## src/anp_defines.svh

```systemverilog
/*
 holds register offsets, field positions, reset values and the register access
 shape for the next-page register bank; assumes 5-bit register addresses and
 16-bit register words.
*/
`ifndef ANP_DEFINES_SVH
`define ANP_DEFINES_SVH

`define ANP_OFS_EXPANSION      5'h06
`define ANP_OFS_NP_TRANSMIT    5'h07
`define ANP_OFS_PARTNER_NP     5'h08

`define ANP_EXP_PD_FAULT_BIT   4
`define ANP_EXP_LP_NP_BIT      3
`define ANP_EXP_LOCAL_NP_BIT   2
`define ANP_EXP_PAGE_RX_BIT    1
`define ANP_EXP_LP_AN_BIT      0

`define ANP_NP_NEXT_BIT        15
`define ANP_NP_MSG_BIT         13
`define ANP_NP_ACK2_BIT        12
`define ANP_NP_TOGGLE_BIT      11
`define ANP_CODE_W             11

`define ANP_EXP_RESET          16'h0004
`define ANP_NPTX_RESET         16'h2001
`define ANP_CODE_RESET         11'h001
`define ANP_NPTX_WMASK         16'hb7ff
`define ANP_PNP_MASK           16'hbfff

`endif

```

## src/anp_pkg.sv

```systemverilog
/*
 holds the state type of the next-page register bank; assumes the defines
 header is compiled alongside.
*/
`default_nettype none

package anp_pkg;

   typedef struct packed {
      logic        pd_fault;
      logic        page_rx;
      logic [15:0] np_tx;
      logic [15:0] partner_np;
      logic [15:0] rd_data;
   } anp_state_t;

endpackage

`default_nettype wire

```

## src/anp_regs.sv

```systemverilog
/*
 next-page register bank of a 10/100 phy: expansion, next-page transmit and
 link-partner next-page registers; assumes a management-frame decoder on the
 same clock gives one-cycle read/write strobes and the negotiation engine gives
 one-cycle event pulses and levels on the same clock; the engine's toggle level
 is expected to reset to zero with it, as nothing here stores the toggle bit.
*/
`default_nettype none

`include "anp_defines.svh"

// Overview of operation
// - fault and page-received latch high until read
// - local next-page capability always reads one
// - partner next-page capable bit follows partner
// - eleven-bit code field writable, resets to 001
// - toggle bit is not stored, reads engine's toggle level
// - partner next page captured, read-only, resets zero
module anp_regs
   import anp_pkg::*;
(
   input  wire logic        clk_in,
   input  wire logic        srst_in,
   input  wire logic [4:0]  reg_addr_in,
   input  wire logic        reg_wr_in,
   input  wire logic [15:0] reg_wdata_in,
   input  wire logic        reg_rd_in,
   output logic      [15:0] reg_rdata_out,
   input  wire logic        pd_fault_evt_in,
   input  wire logic        page_rx_evt_in,
   input  wire logic        lp_np_able_in,
   input  wire logic        lp_an_able_in,
   input  wire logic        toggle_in,
   input  wire logic        partner_np_load_in,
   input  wire logic [15:0] partner_np_in,
   output logic      [15:0] np_tx_out
);

   anp_state_t state_reg;
   anp_state_t state_next;
   logic       rd_exp;
   logic [15:0] exp_view;
   logic [15:0] np_view;

   assign rd_exp = reg_rd_in && (reg_addr_in == `ANP_OFS_EXPANSION);

   // partner ability bits are live levels sampled at the read edge, not latched
   always_comb
   begin
      exp_view = 16'h0000;
      exp_view[`ANP_EXP_PD_FAULT_BIT] = state_reg.pd_fault;
      exp_view[`ANP_EXP_LP_NP_BIT]    = lp_np_able_in;
      exp_view[`ANP_EXP_LOCAL_NP_BIT] = 1'b1;
      exp_view[`ANP_EXP_PAGE_RX_BIT]  = state_reg.page_rx;
      exp_view[`ANP_EXP_LP_AN_BIT]    = lp_an_able_in;
      // the stored toggle bit stays zero; the engine's level replaces it so the bus
      // view and the page on its way out never disagree
      np_view = state_reg.np_tx;
      np_view[`ANP_NP_TOGGLE_BIT] = toggle_in;
   end

   always_comb
   begin
      state_next = state_reg;
      // a read clears the latched flag, but an event in the same cycle wins
      if (rd_exp)
      begin
         state_next.pd_fault = 1'b0;
         state_next.page_rx  = 1'b0;
      end
      if (pd_fault_evt_in)
         state_next.pd_fault = 1'b1;
      if (page_rx_evt_in)
         state_next.page_rx = 1'b1;
      // reserved bit 14 and the toggle bit are not writable
      if (reg_wr_in && (reg_addr_in == `ANP_OFS_NP_TRANSMIT))
         state_next.np_tx = reg_wdata_in & `ANP_NPTX_WMASK;
      // reserved bit 14 of the captured page always reads zero
      if (partner_np_load_in)
         state_next.partner_np = partner_np_in & `ANP_PNP_MASK;
      // read data is registered and stands until the next read
      state_next.rd_data = 16'h0000;
      if (reg_rd_in)
      begin
         case (reg_addr_in)
            `ANP_OFS_EXPANSION:   state_next.rd_data = exp_view;
            `ANP_OFS_NP_TRANSMIT: state_next.rd_data = np_view;
            `ANP_OFS_PARTNER_NP:  state_next.rd_data = state_reg.partner_np;
            default:              state_next.rd_data = 16'h0000;
         endcase
      end
      else
         state_next.rd_data = state_reg.rd_data;
      // reset comes last so it overrides an event or a write in the same cycle
      if (srst_in)
      begin
         state_next.pd_fault   = 1'b0;
         state_next.page_rx    = 1'b0;
         state_next.np_tx      = `ANP_NPTX_RESET;
         state_next.partner_np = 16'h0000;
         state_next.rd_data    = 16'h0000;
      end
   end

   // every register of the bank lives in the one state word
   always_ff @(posedge clk_in)
   begin
      state_reg <= state_next;
   end

   assign reg_rdata_out = state_reg.rd_data;
   assign np_tx_out     = np_view;

   // latched flags: set by the event, cleared by a read, the event winning a tie
   flag_hold_a: assert property (@(posedge clk_in) disable iff (srst_in)
      pd_fault_evt_in |=> state_reg.pd_fault)
      else $error("fault flag not latched");

   page_hold_a: assert property (@(posedge clk_in) disable iff (srst_in)
      page_rx_evt_in |=> state_reg.page_rx)
      else $error("page flag not latched");

   flag_clear_a: assert property (@(posedge clk_in) disable iff (srst_in)
      rd_exp && !page_rx_evt_in |=> !state_reg.page_rx)
      else $error("page flag not cleared by read");

   fault_clear_a: assert property (@(posedge clk_in) disable iff (srst_in)
      rd_exp && !pd_fault_evt_in |=> !state_reg.pd_fault)
      else $error("fault flag not cleared by read");

   flag_stick_a: assert property (@(posedge clk_in) disable iff (srst_in)
      state_reg.page_rx && !$past(rd_exp) |-> $past(state_reg.page_rx) || $past(page_rx_evt_in))
      else $error("page flag set without event");

   fault_stick_a: assert property (@(posedge clk_in) disable iff (srst_in)
      state_reg.pd_fault && !$past(rd_exp)
      |-> $past(state_reg.pd_fault) || $past(pd_fault_evt_in))
      else $error("fault flag set without event");

   flag_read_a: assert property (@(posedge clk_in) disable iff (srst_in)
      rd_exp |=> reg_rdata_out[`ANP_EXP_PD_FAULT_BIT] == $past(state_reg.pd_fault)
      && reg_rdata_out[`ANP_EXP_PAGE_RX_BIT] == $past(state_reg.page_rx))
      else $error("latched flags not shown on read");

   // expansion word: fixed one, live partner ability, reserved zeros
   local_np_a: assert property (@(posedge clk_in) disable iff (srst_in)
      rd_exp |=> reg_rdata_out[`ANP_EXP_LOCAL_NP_BIT])
      else $error("local next page bit not one");

   lp_np_a: assert property (@(posedge clk_in) disable iff (srst_in)
      rd_exp |=> reg_rdata_out[`ANP_EXP_LP_NP_BIT] == $past(lp_np_able_in))
      else $error("partner next page bit wrong");

   exp_rsvd_a: assert property (@(posedge clk_in) disable iff (srst_in)
      rd_exp |=> reg_rdata_out[15:5] == 11'h000)
      else $error("expansion reserved bits not zero");

   // transmit page: written fields land, the rest holds, toggle comes from the engine
   code_wr_a: assert property (@(posedge clk_in) disable iff (srst_in)
      reg_wr_in && reg_addr_in == `ANP_OFS_NP_TRANSMIT
      |=> np_tx_out[10:0] == $past(reg_wdata_in[10:0]))
      else $error("code field not written");

   code_rst_a: assert property (@(posedge clk_in)
      srst_in |=> np_tx_out[10:0] == `ANP_CODE_RESET && !np_tx_out[`ANP_NP_ACK2_BIT])
      else $error("code field reset wrong");

   np_ctl_wr_a: assert property (@(posedge clk_in) disable iff (srst_in)
      reg_wr_in && reg_addr_in == `ANP_OFS_NP_TRANSMIT
      |=> np_tx_out[`ANP_NP_NEXT_BIT] == $past(reg_wdata_in[`ANP_NP_NEXT_BIT])
      && np_tx_out[`ANP_NP_MSG_BIT] == $past(reg_wdata_in[`ANP_NP_MSG_BIT])
      && np_tx_out[`ANP_NP_ACK2_BIT] == $past(reg_wdata_in[`ANP_NP_ACK2_BIT]))
      else $error("control bits not written");

   np_keep_a: assert property (@(posedge clk_in) disable iff (srst_in)
      !(reg_wr_in && reg_addr_in == `ANP_OFS_NP_TRANSMIT)
      |=> $stable(state_reg.np_tx))
      else $error("transmit page changed without write");

   np_rd_a: assert property (@(posedge clk_in) disable iff (srst_in)
      reg_rd_in && reg_addr_in == `ANP_OFS_NP_TRANSMIT
      |=> reg_rdata_out == $past(np_tx_out))
      else $error("transmit page read wrong");

   toggle_a: assert property (@(posedge clk_in) disable iff (srst_in)
      reg_rd_in && reg_addr_in == `ANP_OFS_NP_TRANSMIT
      |=> reg_rdata_out[`ANP_NP_TOGGLE_BIT] == $past(toggle_in))
      else $error("toggle not tracked");

   // partner page: loaded only by the capture strobe, never by the bus
   partner_a: assert property (@(posedge clk_in) disable iff (srst_in)
      partner_np_load_in ##1 (reg_rd_in && reg_addr_in == `ANP_OFS_PARTNER_NP && !partner_np_load_in)
      |=> reg_rdata_out == ($past(partner_np_in, 2) & `ANP_PNP_MASK))
      else $error("partner page not captured");

   partner_ro_a: assert property (@(posedge clk_in) disable iff (srst_in)
      !partner_np_load_in |=> $stable(state_reg.partner_np))
      else $error("partner page changed without capture");

   partner_rd_a: assert property (@(posedge clk_in) disable iff (srst_in)
      reg_rd_in && reg_addr_in == `ANP_OFS_PARTNER_NP
      |=> reg_rdata_out == $past(state_reg.partner_np))
      else $error("partner page read wrong");

   partner_rst_a: assert property (@(posedge clk_in)
      srst_in
      |=> state_reg.partner_np == 16'h0000 && !state_reg.pd_fault && !state_reg.page_rx)
      else $error("partner page or flags not reset");

   // read port: data stands until the next read, unmapped reads give zero
   rd_hold_a: assert property (@(posedge clk_in) disable iff (srst_in)
      !reg_rd_in |=> $stable(reg_rdata_out))
      else $error("read data changed without read");

   unmapped_rd_a: assert property (@(posedge clk_in) disable iff (srst_in)
      reg_rd_in && reg_addr_in != `ANP_OFS_EXPANSION && reg_addr_in != `ANP_OFS_NP_TRANSMIT
      && reg_addr_in != `ANP_OFS_PARTNER_NP |=> reg_rdata_out == 16'h0000)
      else $error("unmapped read not zero");

endmodule // anp_regs

`default_nettype wire

```

## config.mk

```make
export PLATFORM = sky130hd
export DESIGN_NAME = anp_regs
export DESIGN_NICKNAME = d
export VERILOG_FILES = /design/src/anp_pkg.sv /design/src/anp_regs.sv
export VERILOG_INCLUDE_DIRS = /design/src
export SDC_FILE = /design/constraint.sdc
export NUM_CORES = 1
export LEC_CHECK = 0
export ABC_AREA = 1
export BUFFER_PORTS_ARGS = -buffer_cell sky130_fd_sc_hd__buf_4
export CORE_ASPECT_RATIO = 1.5
export CORE_MARGIN = 8
export CORE_UTILIZATION = 50
export CTS_BUF_LIST = sky130_fd_sc_hd__clkbuf_8
export CTS_CLUSTER_DIAMETER = 100
export CTS_CLUSTER_SIZE = 24
export DETAILED_ROUTE_END_ITERATION = 6
export PLACE_DENSITY = 0.81
export SETUP_SLACK_MARGIN = 0.15
export SLEW_MARGIN = 25
export SYNTH_ARGS = -nofsm -noshare
export SYNTH_HDL_FRONTEND = slang
export SYNTH_SLANG_ARGS = --single-unit
```

## constraint.sdc

```tcl
create_clock -name clk_in -period 2 [get_ports clk_in]
set_input_delay 0.1 -clock clk_in [delete_from_list [all_inputs] [get_ports clk_in]]
set_output_delay 0.1 -clock clk_in [all_outputs]
set_load 0.05 [all_outputs]
```

# Yosys cells after proc, flatten, opt, wreduce, memory -nomap -nowiden
# Index checks and enable logic that the tools add are counted.
# totals
regBits,47
elab_cells,16
inputBits,47
# op_classes
n_eq_ne,3
n_reduce_logical,4
muxes,4
# op_table
operator,count
one-hot mux 16 bit (3 select lines),1
"equality test 5 x 3 -> 1 bit, second input constant",2
"equality test 5 x 4 -> 1 bit, second input constant",1
nonzero test 2 bit,2
logical AND 1 bit,2
two-way mux 1 bit,2
two-way mux 2 bit,1

# Longest topological paths before layout
# Gate-level depths: netlist of the first run.
# depth
ltp_word,4
depth_mapped,8
depth_no_buf,7

# Worst setup path after synthesis of the first run
# No wires, ideal clock.
# synth_timing
kind,input -> register
from,input port reg_addr_in[4]
to,register state_reg (netlist bit np_tx_out[10])
slack_ns,1.003
required_time_ns,1.884
stages,7
n_path_buf,1
arrival_ns,0.882
path_cell_list,inv_2 nand2_1 nor2_4 nand2_2 buf_2 o21ai_0 nor2_1
# synth_via
elab_chain_cells,2
# synth_rtl
element,line,rtl
start: declaration,anp_regs.sv:24,"input wire logic [4:0] reg_addr_in,"
equality test 5 x 3 -> 1 bit,--,
logical AND 1 bit,anp_regs.sv:76,if (reg_wr_in && (reg_addr_in == `ANP_OFS_NP_TRANSMIT))
end signal: assignment,anp_regs.sv:108,state_reg <= state_next;
end: declaration,anp_regs.sv:39,anp_state_t state_reg;
# Every way passes these cells.
# A chain may end at the register's enable or synchronous reset.

# Final worst setup path of the first run
# layout_timing
from,input port reg_addr_in[4]
to,register state_reg (netlist bit np_tx_out[9])
# Same word-level chain as after synthesis.

==> summary.txt, run 1 <==
Run
  – Max_cap viols: 0

STA
  – PnR worst setup slack: 0.8592 ns
  – Highest Clock Rate: just under 900 MHz
  – Post-layout min period: 1.141 ns
  – Slew Limit Fails: 0
  – Worst Skew: 0.006326 ns
  – Fin Setup TNS: 0 ns
  – Final Cycle Share: between 50% and 60%
  – Slew @ Worst Pin: between 0.6 and 0.7 ns
  – RSZ-0062 raised after global routing: no
  – Endpoints failing setup: 0
  – Hold Vio Cnt, Final: 0
  – Max transition margin: a little over half

Clock tree
  – Clk buf depth: 2
  – CTS Root Buffer Type: clkbuf_8
  – Clock transition at path regs: around 0.080 ns
  – CTS tree: done
  – Clk_lat worst skew: about 0.29 ns
  – Post CTS Setup Buffer Count: 0
  – Resized cells post-CTS: 0
  – Clock Sinks: 46
  – H-Tree Depth: 2
  – Hold_buf cts: 0
  – CTS Buf Count: 5

Setup path
  – Crit path from: reg_addr_in[4]
  – R2R cell count: 4
  – WS Path Type: in2reg
  – Most common cell on crit path: nor2_1
  – Crit path required time: around 2.2 ns
  – CP Max Fanout: 15
  – Capturing point of the worst reg2reg path: reg_rdata_out[2]
  – Setup crit end: np_tx_out[9]
  – CP arrival: roughly 1.4 ns
  – Internal reg-to-reg setup slack: ~1.1 ns
  – CP peak stage delay: around 0.32 ns
  – Worst setup EP type: flip-flop
  – Critical path cell sequence: buf_4 > inv_2 > nand2_1 > nor2_4 > nand2_2 > clkinv_2 > nor2_1 > nor2_1
  – Crit path max-delay cell type: nor2_4
  – Worst r2r src: np_tx_out[2]
  – Crit path launch type: input pin

Place
  – Port bufs: 73
  – Post-DP Area: around 2400 sq um
  – Routability Congestion: around 0.80
  – Dpl cells: 360
  – Post-DP HPWL: 3648 um
  – Post-place setup slack: roughly 0.54 ns

Drt
  – Final wirelength: roughly 4600 um
  – Routed len/inst: between 10 and 15 um
  – DRC Markers: 0
  – Pre-Repair DR Iteration Count: 4
  – Final ANT Viol Nets: 0
  – Via count: 1773
  – Iteration-0 DRC Markers: 47
  – Vias per cell: 4.818

Floorplan
  – Row count: 29
  – DIE HEIGHT: about 95 um
  – Initial Utilization: between 50% and 60%
  – Die Width: roughly 69 um
  – Count of boundary I/O pins: 79
  – Core Area: a little over 4000 sq um
  – Total Die Area: between 6000 and 7000 sq um

Final layout
  – Ant. Diodes: 0
  – Most frequent cells in the layout: buf_4 (73), nand2_1 (50), dfxtp_1 (46)
  – Final #Nets: 368
  – Final instance area: 2496 sq um
  – Area grow syn2layout: 19.18%
  – Fin util: between 60 and 70%
  – Fin cells: 368
  – Commonest non-fill, non-tap cell in the layout: buf_4
  – Layout cell share with drive strength beyond 1: 26.71%

Power
  – PwrDens: slightly above 700 nW/um^2
  – Worst VDD drop: around 0.6 mV
  – Leak Pwr: about 0.0011 uW

Global route
  – GRT met3 Usage: 4.118%
  – M2 GR Usage: 24.60%
  – First-pass GRT wire length: approximately 7300 um
  – Initial antenna violation count: 0
  – Met1 usage: between 15 and 20%
  – GRT Util Overall: between 10% and 20%
  – Vias in the first global route: 1695
  – Grt total ovfl: 0
  – Largest net degree at the start of global routing: 30
  – GR peak layer: met2

Run status
  – Status: completed

Worst hold path
  – HP Class: in2reg

Synth
  – Netlist cell types: 21
  – Syn Inst Count: 286
  – Mean post-synth cell area: between 7 and 8 sq um
  – Seq/Total Area, Yosys: a little over two fifths
  – Synth Register Bits: between 40 and 50
  – Synthesized area: 2095 sq um
  – Yosys warns: 0
[worst min-delay path by stage]
stage | slack [ns] | cells past startpoint | startpoint | end
CTS | 0.00006 | 3 | reg_wdata_in[0] | np_tx_out[0]
global route | 0.02 | 3 | partner_np_in[0] | state_reg[16]
floorplan | 0.21 | 2 | reg_wdata_in[0] | np_tx_out[0]
global placement | 0.30 | 3 | reg_wdata_in[0] | np_tx_out[0]
detailed placement | 0.31 | 3 | reg_wdata_in[0] | np_tx_out[0]
finish | 0.007 | 3 | reg_wdata_in[0] | np_tx_out[0]
[layout make-up]
type | instances | area, sq um
well taps | 46 | 57.56
clock inverters | 3 | 37.54
inverters | 19 | 72.57
multi-input cells | 176 | 790.8
fillers | 401 | 1640
flip-flops and latches | 46 | 920.9
repair buffers | 73 | 548.0
clock buffers | 5 | 68.82
[synthesized netlist by cell type]
cell / instances / area, sq um
buf_1: 1 / 3.750
dfxtp_1: 46 / 920.9
o21ai_1: 10 / 50.05
nand2_1: 50 / 187.7
buf_4: 32 / 240.2
nor2_2: 2 / 12.51
a21oi_1: 28 / 140.1
conb_1: 1 / 3.750
nand3_2: 1 / 10.01
clkinv_2: 1 / 5.000
nor2_4: 1 / 11.26
clkbuf_1: 6 / 22.52
nand4_1: 4 / 25.02
inv_1: 17 / 63.81
o21ai_0: 29 / 145.1
buf_2: 5 / 25.02
nor2_1: 36 / 135.1
nand3_1: 12 / 60.06
inv_2: 1 / 3.750
buf_6: 2 / 22.52
nand2_2: 1 / 6.260
[per-layer routing]
layer	wire (um)	part of all wire, %
met1	1803	39
met2	2436	53
met3	263	5.7
met4	85	1.9
met5	0	0
[logic make-up (layout without fill, tap and decap cells)]
| family | count (synthesis) | count (layout) | share of synthesized area [%] |
|---|---|---|---|
| AND/OR/NAND/NOR | 107 | 107 | 21.39 |
| flip-flops | 46 | 46 | 43.97 |
| buffers and inverters | 65 | 100 | 18.46 |
| AO/OA/AOI/OAI | 67 | 67 | 16.01 |
| other | 1 | 2 | 0.1790 |
[worst max-delay path: cells and delay by family]
kind / cells / cell delay [ns]
buf+inv: 3 / 0.41
simple gates: 5 / 0.84
[through the flow]
stage / hold WS (ns) / total power [uW]
4_1_cts: 0.00005962 / 1826
3_3_place_gp: 0.2994 / 1175
2_1_floorplan: 0.2132 / 1101
5_1_grt: 0.01959 / 1886
3_5_place_dp: 0.3124 / 1179
6_report: 0.007421 / 1807
[power breakdown]
part	leakage (uW)	total [uW]	switching [uW]	internal [uW]
Sequential	0.000376	956	11.4	944
Clock	0.0000607	651	288	364
Combinational	0.000657	200	114	86.0
Total	0.00109	1810	413	1390
Power figures use the tool's default switching activity.
==> run 2, diff against run 1 <==
--- a/config.mk
+++ b/config.mk
@@ -10,12 +10,12 @@
 export BUFFER_PORTS_ARGS = -buffer_cell sky130_fd_sc_hd__buf_4
 export CORE_ASPECT_RATIO = 1.5
 export CORE_MARGIN = 8
-export CORE_UTILIZATION = 50
+export CORE_UTILIZATION = 46
 export CTS_BUF_LIST = sky130_fd_sc_hd__clkbuf_8
 export CTS_CLUSTER_DIAMETER = 100
 export CTS_CLUSTER_SIZE = 24
 export DETAILED_ROUTE_END_ITERATION = 6
-export PLACE_DENSITY = 0.81
+export PLACE_DENSITY = 0.79
 export SETUP_SLACK_MARGIN = 0.15
 export SLEW_MARGIN = 25
 export SYNTH_ARGS = -nofsm -noshare
==> constraint.sdc (replaced) <==
create_clock -name clk_in -period 0.9 [get_ports clk_in]
set_input_delay 0.045 -clock clk_in [delete_from_list [all_inputs] [get_ports clk_in]]
set_output_delay 0.045 -clock clk_in [all_outputs]
set_load 0.05 [all_outputs]
==> run 2 against run 1 <==
  * The run now ends with hold timing, setup timing left
  * Die area up 6.9%
  * Wire length rose by 36%
  * Combinational power increased to 3.4 times the previous value
  * Critical endpoint is now np_tx_out[2]
  * Largest cell class is now non-clock buffers
  * Largest power group unchanged
==> summary.txt, run 2 (synthesis results as in run 1) <==
Run status
  – Status: finished with violations
  – Failing checks: hold timing, setup timing

Clock tree
  – CTS tree: done
  – Clk buf depth: 2
  – CTS Root Buffer Type: clkbuf_8
  – Clock Sinks: between 40 and 50
  – Clock transition at path regs: approximately 0.090 ns
  – CTS Buf Count: 5
  – H-Tree Depth: 2
  – Clk_lat worst skew: 0.30 ns

Global route
  – Initial antenna violation count: 0
  – GRT Util Overall: between 10% and 20%
  – Vias in the first global route: 2021
  – Largest net degree at the start of global routing: 30
  – First-pass GRT wire length: about 9100 um
  – Grt total ovfl: 0

Setup path
  – CP Max Fanout: 2
  – WS Path Type: reg2out
  – Critical path cell sequence: buf_6 > buf_8
  – Capturing point of the worst reg2reg path: reg_rdata_out[2]
  – Worst setup EP type: output port
  – R2R cell count: 4
  – Worst r2r src: np_tx_out[2]
  – Crit path launch type: flip-flop
  – CP peak stage delay: 0.34 ns
  – Crit path max-delay cell type: dfxtp_2
  – CP arrival: 0.89 ns
  – Internal reg-to-reg setup slack: 0 ns
  – Crit path required time: between 0.8 and 0.9 ns

Drt
  – Routed len/inst: 15.03 um
  – Final ANT Viol Nets: 0
  – Via count: between 2000 and 2500
  – Pre-Repair DR Iteration Count: 5
  – Vias per cell: 5.082
  – Iteration-0 DRC Markers: 80
  – DRC Markers: 0
  – Final wirelength: 6238 um

Floorplan
  – Initial Utilization: between 40% and 50%
  – Count of boundary I/O pins: 79
  – DIE HEIGHT: between 90 and 100 um
  – Core Area: 4467 sq um
  – Die Width: a little over 70 um
  – Row count: 30
  – Total Die Area: 7013 sq um

STA
  – Endpoints failing setup: 2
  – PnR worst setup slack: -0.03995 ns
  – Hold Slack: -0.01653 ns
  – RSZ-0062 raised after global routing: yes
  – Post-layout min period: around 0.94 ns
  – Highest Clock Rate: ~1100 MHz
  – Slew Limit Fails: 0
  – Hold Vio Cnt, Final: 1
  – Worst Skew: around 0.0031 ns
  – Final Cycle Share: 104.4%

Place
  – Dpl cells: between 300 and 400
  – Post-DP HPWL: approximately 3900 um
  – Port bufs: 73
  – Post-DP Area: 2531 sq um
  – Routability Congestion: roughly 0.87

Worst hold path
  – HP Class: in2reg
  – Hold path startpoint: reg_wdata_in[1]
  – Hold depth: 3
  – WHS Endpoint: np_tx_out[1]

Final layout
  – Register Area: 993.5 sq um
  – Area of the multi-input gates: roughly 930 sq um
  – Layout cell share with drive strength beyond 1: around 50%
  – Final #Nets: about 410
  – Fin cells: between 400 and 500
  – Most frequent cells in the layout: buf_4 (61), nand2_1 (40), nor2_1 (34)
  – Area grow syn2layout: 64.04%
  – Final instance area: about 3400 sq um
  – Ant. Diodes: 0
  – # fillers: ~300
  – Commonest non-fill, non-tap cell in the layout: buf_4

Power
  – PwrDens: ~1300 nW/um^2
  – Power Total: between 4000 and 5000 uW
  – Worst VDD drop: between 1 and 1.5 mV
  – Leak Pwr: about 0.0015 uW

Run
  – Max_cap viols: 0
run 2: worst max path at each step:
stage | start | to | slack (ns) | cells after the start
2_1_floorplan | reg_addr_in[3] | np_tx_out[10] | 0.07 | 7
5_1_grt | np_tx_out[2] | reg_rdata_out[2] | -0.09 | 4
3_5_place_dp | reg_addr_in[3] | reg_rdata_out[10] | -0.27 | 8
3_3_place_gp | reg_addr_in[3] | np_tx_out[1] | -0.24 | 8
6_report | np_tx_out[2] | np_tx_out[2] | -0.04 | 2
4_1_cts | np_tx_out[2] | np_tx_out[2] | -0.04 | 2
run 2: where the power goes:
| group | leakage, uW | internal, uW | total (uW) | switching [uW] |
|---|---|---|---|---|
| combinational | 0.00106 | 336 | 673 | 338 |
| sequential | 0.000394 | 2080 | 2120 | 38.8 |
| clock | 0.0000504 | 826 | 1540 | 710 |
run 2: area by class of cell:
type	count	area share, %
clock buffers	5	2.003
clock inverters	3	1.311
inverters	19	3.059
multi-input cells	176	27.02
flip-flops and latches	46	28.91
well taps	48	1.748
repair buffers	118	35.94
run 2: through the flow:
step	TNS (ns)	util, %	worst slack (ns)
after global placement	-5.703	56.67	-0.2356
after floorplan	0	-	0.07063
after detailed placement	-6.172	56.67	-0.2691
after CTS	-0.03652	71.65	-0.03652
final	-0.04290	76.92	-0.03995
after global routing	-0.1624	76.92	-0.08584
run 2: repair_timing:
item                                   4_1_cts  5_1_grt
gates cloned                                 0        1
hold buffers                                18        0
buffers inserted                             9        7
endpoints found under the hold margin       18        0
pin swaps                                   13       23
resized for setup                          106       52
setup endpoints to repair                   58       47
run 2: worst max-delay path: cells and delay by family (launching register included):
kind / cells / cell delay [ns]
buffers and inverters: 2 / 0.25
DFF: 1 / 0.34
run 2: routing by layer:
layer  global-route usage, %  part of all wire (%)  vias up  wire [um]
li1                        -                     -     1045          -
met1                   15.24                    35      978       2211
met2                   29.89                    56       73       3475
met3                   4.472                   6.2       13        389
met4                   7.890                   2.6        0        163
met5                       0                     0        -          0
==> run 3, diff against run 2 <==
--- a/config.mk
+++ b/config.mk
@@ -6,16 +6,15 @@
 export SDC_FILE = /design/constraint.sdc
 export NUM_CORES = 1
 export LEC_CHECK = 0
-export ABC_AREA = 1
 export BUFFER_PORTS_ARGS = -buffer_cell sky130_fd_sc_hd__buf_4
-export CORE_ASPECT_RATIO = 1.5
+export CORE_ASPECT_RATIO = 0.75
 export CORE_MARGIN = 8
-export CORE_UTILIZATION = 46
+export CORE_UTILIZATION = 45
 export CTS_BUF_LIST = sky130_fd_sc_hd__clkbuf_8
 export CTS_CLUSTER_DIAMETER = 100
 export CTS_CLUSTER_SIZE = 24
 export DETAILED_ROUTE_END_ITERATION = 6
-export PLACE_DENSITY = 0.79
+export PLACE_DENSITY = 0.77
 export SETUP_SLACK_MARGIN = 0.15
 export SLEW_MARGIN = 25
 export SYNTH_ARGS = -nofsm -noshare
==> run 3 against run 2 <==
  * The flow still finishes with violations (hold timing, setup timing)
  * Combinational power is 13% lower
  * Fmax is 20% lower
  * Critical path depth is 3 higher
  * Flip-flop and latch count stayed put
  * Sequential share of layout area is 0.38 points lower
  * Register-to-register slack worse by 0.09 ns
  * Synthesized area is 1.9% lower
  * Clock power is 24% lower
  * First-iteration DRC count is 140% higher
  * Cell area is 0.44% higher
  * Count of clock-buffer cells in the layout stayed put
  * Core utilization is 0.79 points higher
  * Critical path type is now in2reg
==> summary.txt, run 3 <==
Synth
  – Most frequent cells after synthesis: dfxtp_1 (46), buf_4 (32), nand2_1 (28)
  – Seq/Total Area, Yosys: 44.80%
  – Count leader, synth: dfxtp_1
  – Yosys warns: 0
  – Synthesized area: 2056 sq um
  – Synth async-reset ratio: 0%
  – Syn Inst Count: 234
  – Synth area leaders: dfxtp_1 (45%), buf_4 (12%), mux2i_1 (8.3%)
  – Top FF cell, synth: dfxtp_1
  – Synth top area share: 44.80%
  – Yosys top cell by area: dfxtp_1
  – Synth Register Bits: 46
  – Netlist cell types: 29
  – Post-synth EDFFs: 0
  – Mean post-synth cell area: 8.785 sq um

STA
  – Post-layout min period: ~1.2 ns
  – RSZ-0062 raised after global routing: yes
  – Hold Slack: -0.0009353 ns
  – Hold Vio Cnt, Final: 1
  – Fin Setup TNS: -7.439 ns
  – Slew Limit Fails: 0
  – Highest Clock Rate: around 850 MHz
  – PnR worst setup slack: -0.2747 ns
  – Final Cycle Share: 130.5%
  – Worst Skew: 0.006610 ns
  – Endpoints failing setup: 34

Final layout
  – Commonest non-fill, non-tap cell in the layout: buf_4
  – Ant. Diodes: 0
  – Most frequent cells in the layout: buf_4 (68), buf_8 (29), nor2_1 (19)
  – Final #Nets: 370
  – Area grow syn2layout: 67.86%
  – # fillers: roughly 270
  – Layout cell share with drive strength beyond 1: 56.97%
  – Fin util: roughly 80%

Drt
  – DRC Markers: 0
  – Final wirelength: 6479 um
  – Routed len/inst: between 15 and 20 um
  – Pre-Repair DR Iteration Count: 4
  – Max Used Layer: met4
  – Met2 Wirelength: 3283 um
  – Metal-1 WL: 2575 um
  – Vias per cell: roughly 5.0
  – Metal3 WL: 455 um
  – Via count: ~1900
  – Iteration-0 DRC Markers: slightly below 200
  – Final ANT Viol Nets: 0

Place
  – Port bufs: 73
  – Routability Congestion: just over 0.8
  – Post-DP HPWL: 4050 um

Run status
  – Failing checks: hold timing, setup timing
  – Status: finished with violations

Floorplan
  – Count of boundary I/O pins: 79
  – Total Die Area: approximately 7000 sq um
  – Die Width: about 94 um
  – Row count: 21
  – Initial Utilization: 46.29%
  – Core Area: ~4400 sq um
  – DIE HEIGHT: approximately 75 um

Power
  – PwrDens: about 1100 nW/um^2
  – Leak Pwr: 0.001461 uW
  – Worst VDD drop: 1.043 mV

Setup path
  – Crit path max-delay cell type: or4b_4
  – Critical path cell sequence: buf_6 > or4b_4 > a211o_1 > or2_4 > o21ai_1
  – CP peak stage delay: about 0.52 ns
  – WS Path Type: in2reg
  – Crit path required time: roughly 1.1 ns
  – Worst setup EP type: flip-flop
  – Crit path launch type: input pin
  – CP arrival: roughly 1.4 ns
  – CP Max Fanout: 11

Clock tree
  – CTS Buf Count: 5
  – Clock transition at path regs: 0.08 ns
  – H-Tree Depth: 2
  – Clk buf depth: 2
  – CTS tree: done
  – Clock Sinks: 46
  – Clk_lat worst skew: about 0.29 ns
  – CTS Root Buffer Type: clkbuf_8

Global route
  – First-pass GRT wire length: roughly 9300 um
  – Largest net degree at the start of global routing: 23
  – Vias in the first global route: ~1800
  – Initial antenna violation count: 0
  – Grt total ovfl: 0
  – GRT Util Overall: between 15 and 20%

Run
  – Max_cap viols: 0

Worst hold path
  – HP Class: in2reg
## run 3: cell types whose count changed after synthesis, moves of 4 or more
| cell | previous run | this run |
|---|---|---|
| a21oi_1 | 28 | 14 |
| a22oi_1 | 0 | 12 |
| buf_2 | 5 | 0 |
| clkbuf_1 | 6 | 13 |
| inv_1 | 17 | 2 |
| mux2i_1 | 0 | 17 |
| nand2_1 | 50 | 28 |
| nand4_1 | 4 | 0 |
| nor2_1 | 36 | 21 |
| o21ai_0 | 29 | 1 |
## run 3: per-stage QoR
stage	power, uW	setup WS, ns	instance area, sq um	instances	hold slack (ns)
detailed placement	2614	-0.7030	2537	336	0.2556
CTS	3832	-0.2691	3271	372	0.00008060
global placement	2608	-0.6989	2537	336	0.2494
finish	3845	-0.2747	3451	380	-0.0009353
global route	4009	-0.3045	3451	380	0.005204
floorplan	2396	-0.5662	2100	235	0.1624
## run 3: kinds of logic after synthesis
| logic type | synth area share, % |
|---|---|
| other | 0.1824 |
| AOI/OAI and AO/OA | 14.61 |
| DFF | 44.80 |
| and+or+nand+nor | 16.62 |
| muxes | 8.277 |
| buffers and inverters | 15.52 |
## run 3: worst max-delay path, delay by kind of cell
kind | cells | cell delay [ns]
AND/OR/NAND/NOR | 2 | 0.81
buffers and inverters | 1 | 0.09
AO/OA/AOI/OAI | 2 | 0.44
## run 3: routing by layer
metal  vias to the layer above  global-route usage (%)
met4                         0                   7.180
met5                         -                       0
met2                        73                   28.27
li1                        948                       -
met1                       875                   20.74
met3                        14                   4.335
## run 3: final cells by class
class | count | area, sq um | share of cell area (%)
flip-flops and latches | 46 | 984.7 | 28.54
clock buffers | 5 | 68.82 | 1.994
repair buffers | 128 | 1319 | 38.22
inverters | 2 | 7.507 | 0.2175
multi-input cells | 140 | 989.7 | 28.68
clock inverters | 2 | 10.01 | 0.2901
well taps | 57 | 71.32 | 2.067
## run 3: what timing repair did
action / in CTS / in global routing
gates cloned: 1 / 0
setup buffers: 13 / 6
pin swaps: 5 / 6
hold endpoints to repair: 15 / 2
hold buffers: 15 / 2
gates resized for setup: 132 / 31
endpoints found under the setup margin: 60 / 64
## run 3: final timing paths
| kind | startpoint | to | slack, ns | depth (start not counted) |
|---|---|---|---|---|
| hold reg to reg | reg_rdata_out[2] | reg_rdata_out[2] | 0.46 | 2 |
| hold / removal | partner_np_in[1] | state_reg[17] | -0.0009 | 3 |
| setup reg to reg | np_tx_out[4] | reg_rdata_out[4] | -0.09 | 3 |
| setup / recovery | reg_addr_in[1] | reg_rdata_out[7] | -0.27 | 5 |
## run 3: where the power goes
group          total (uW)  internal (uW)  switching (uW)
combinational         584            324             260
clock                1170            522             653
sequential           2090           2050            32.1
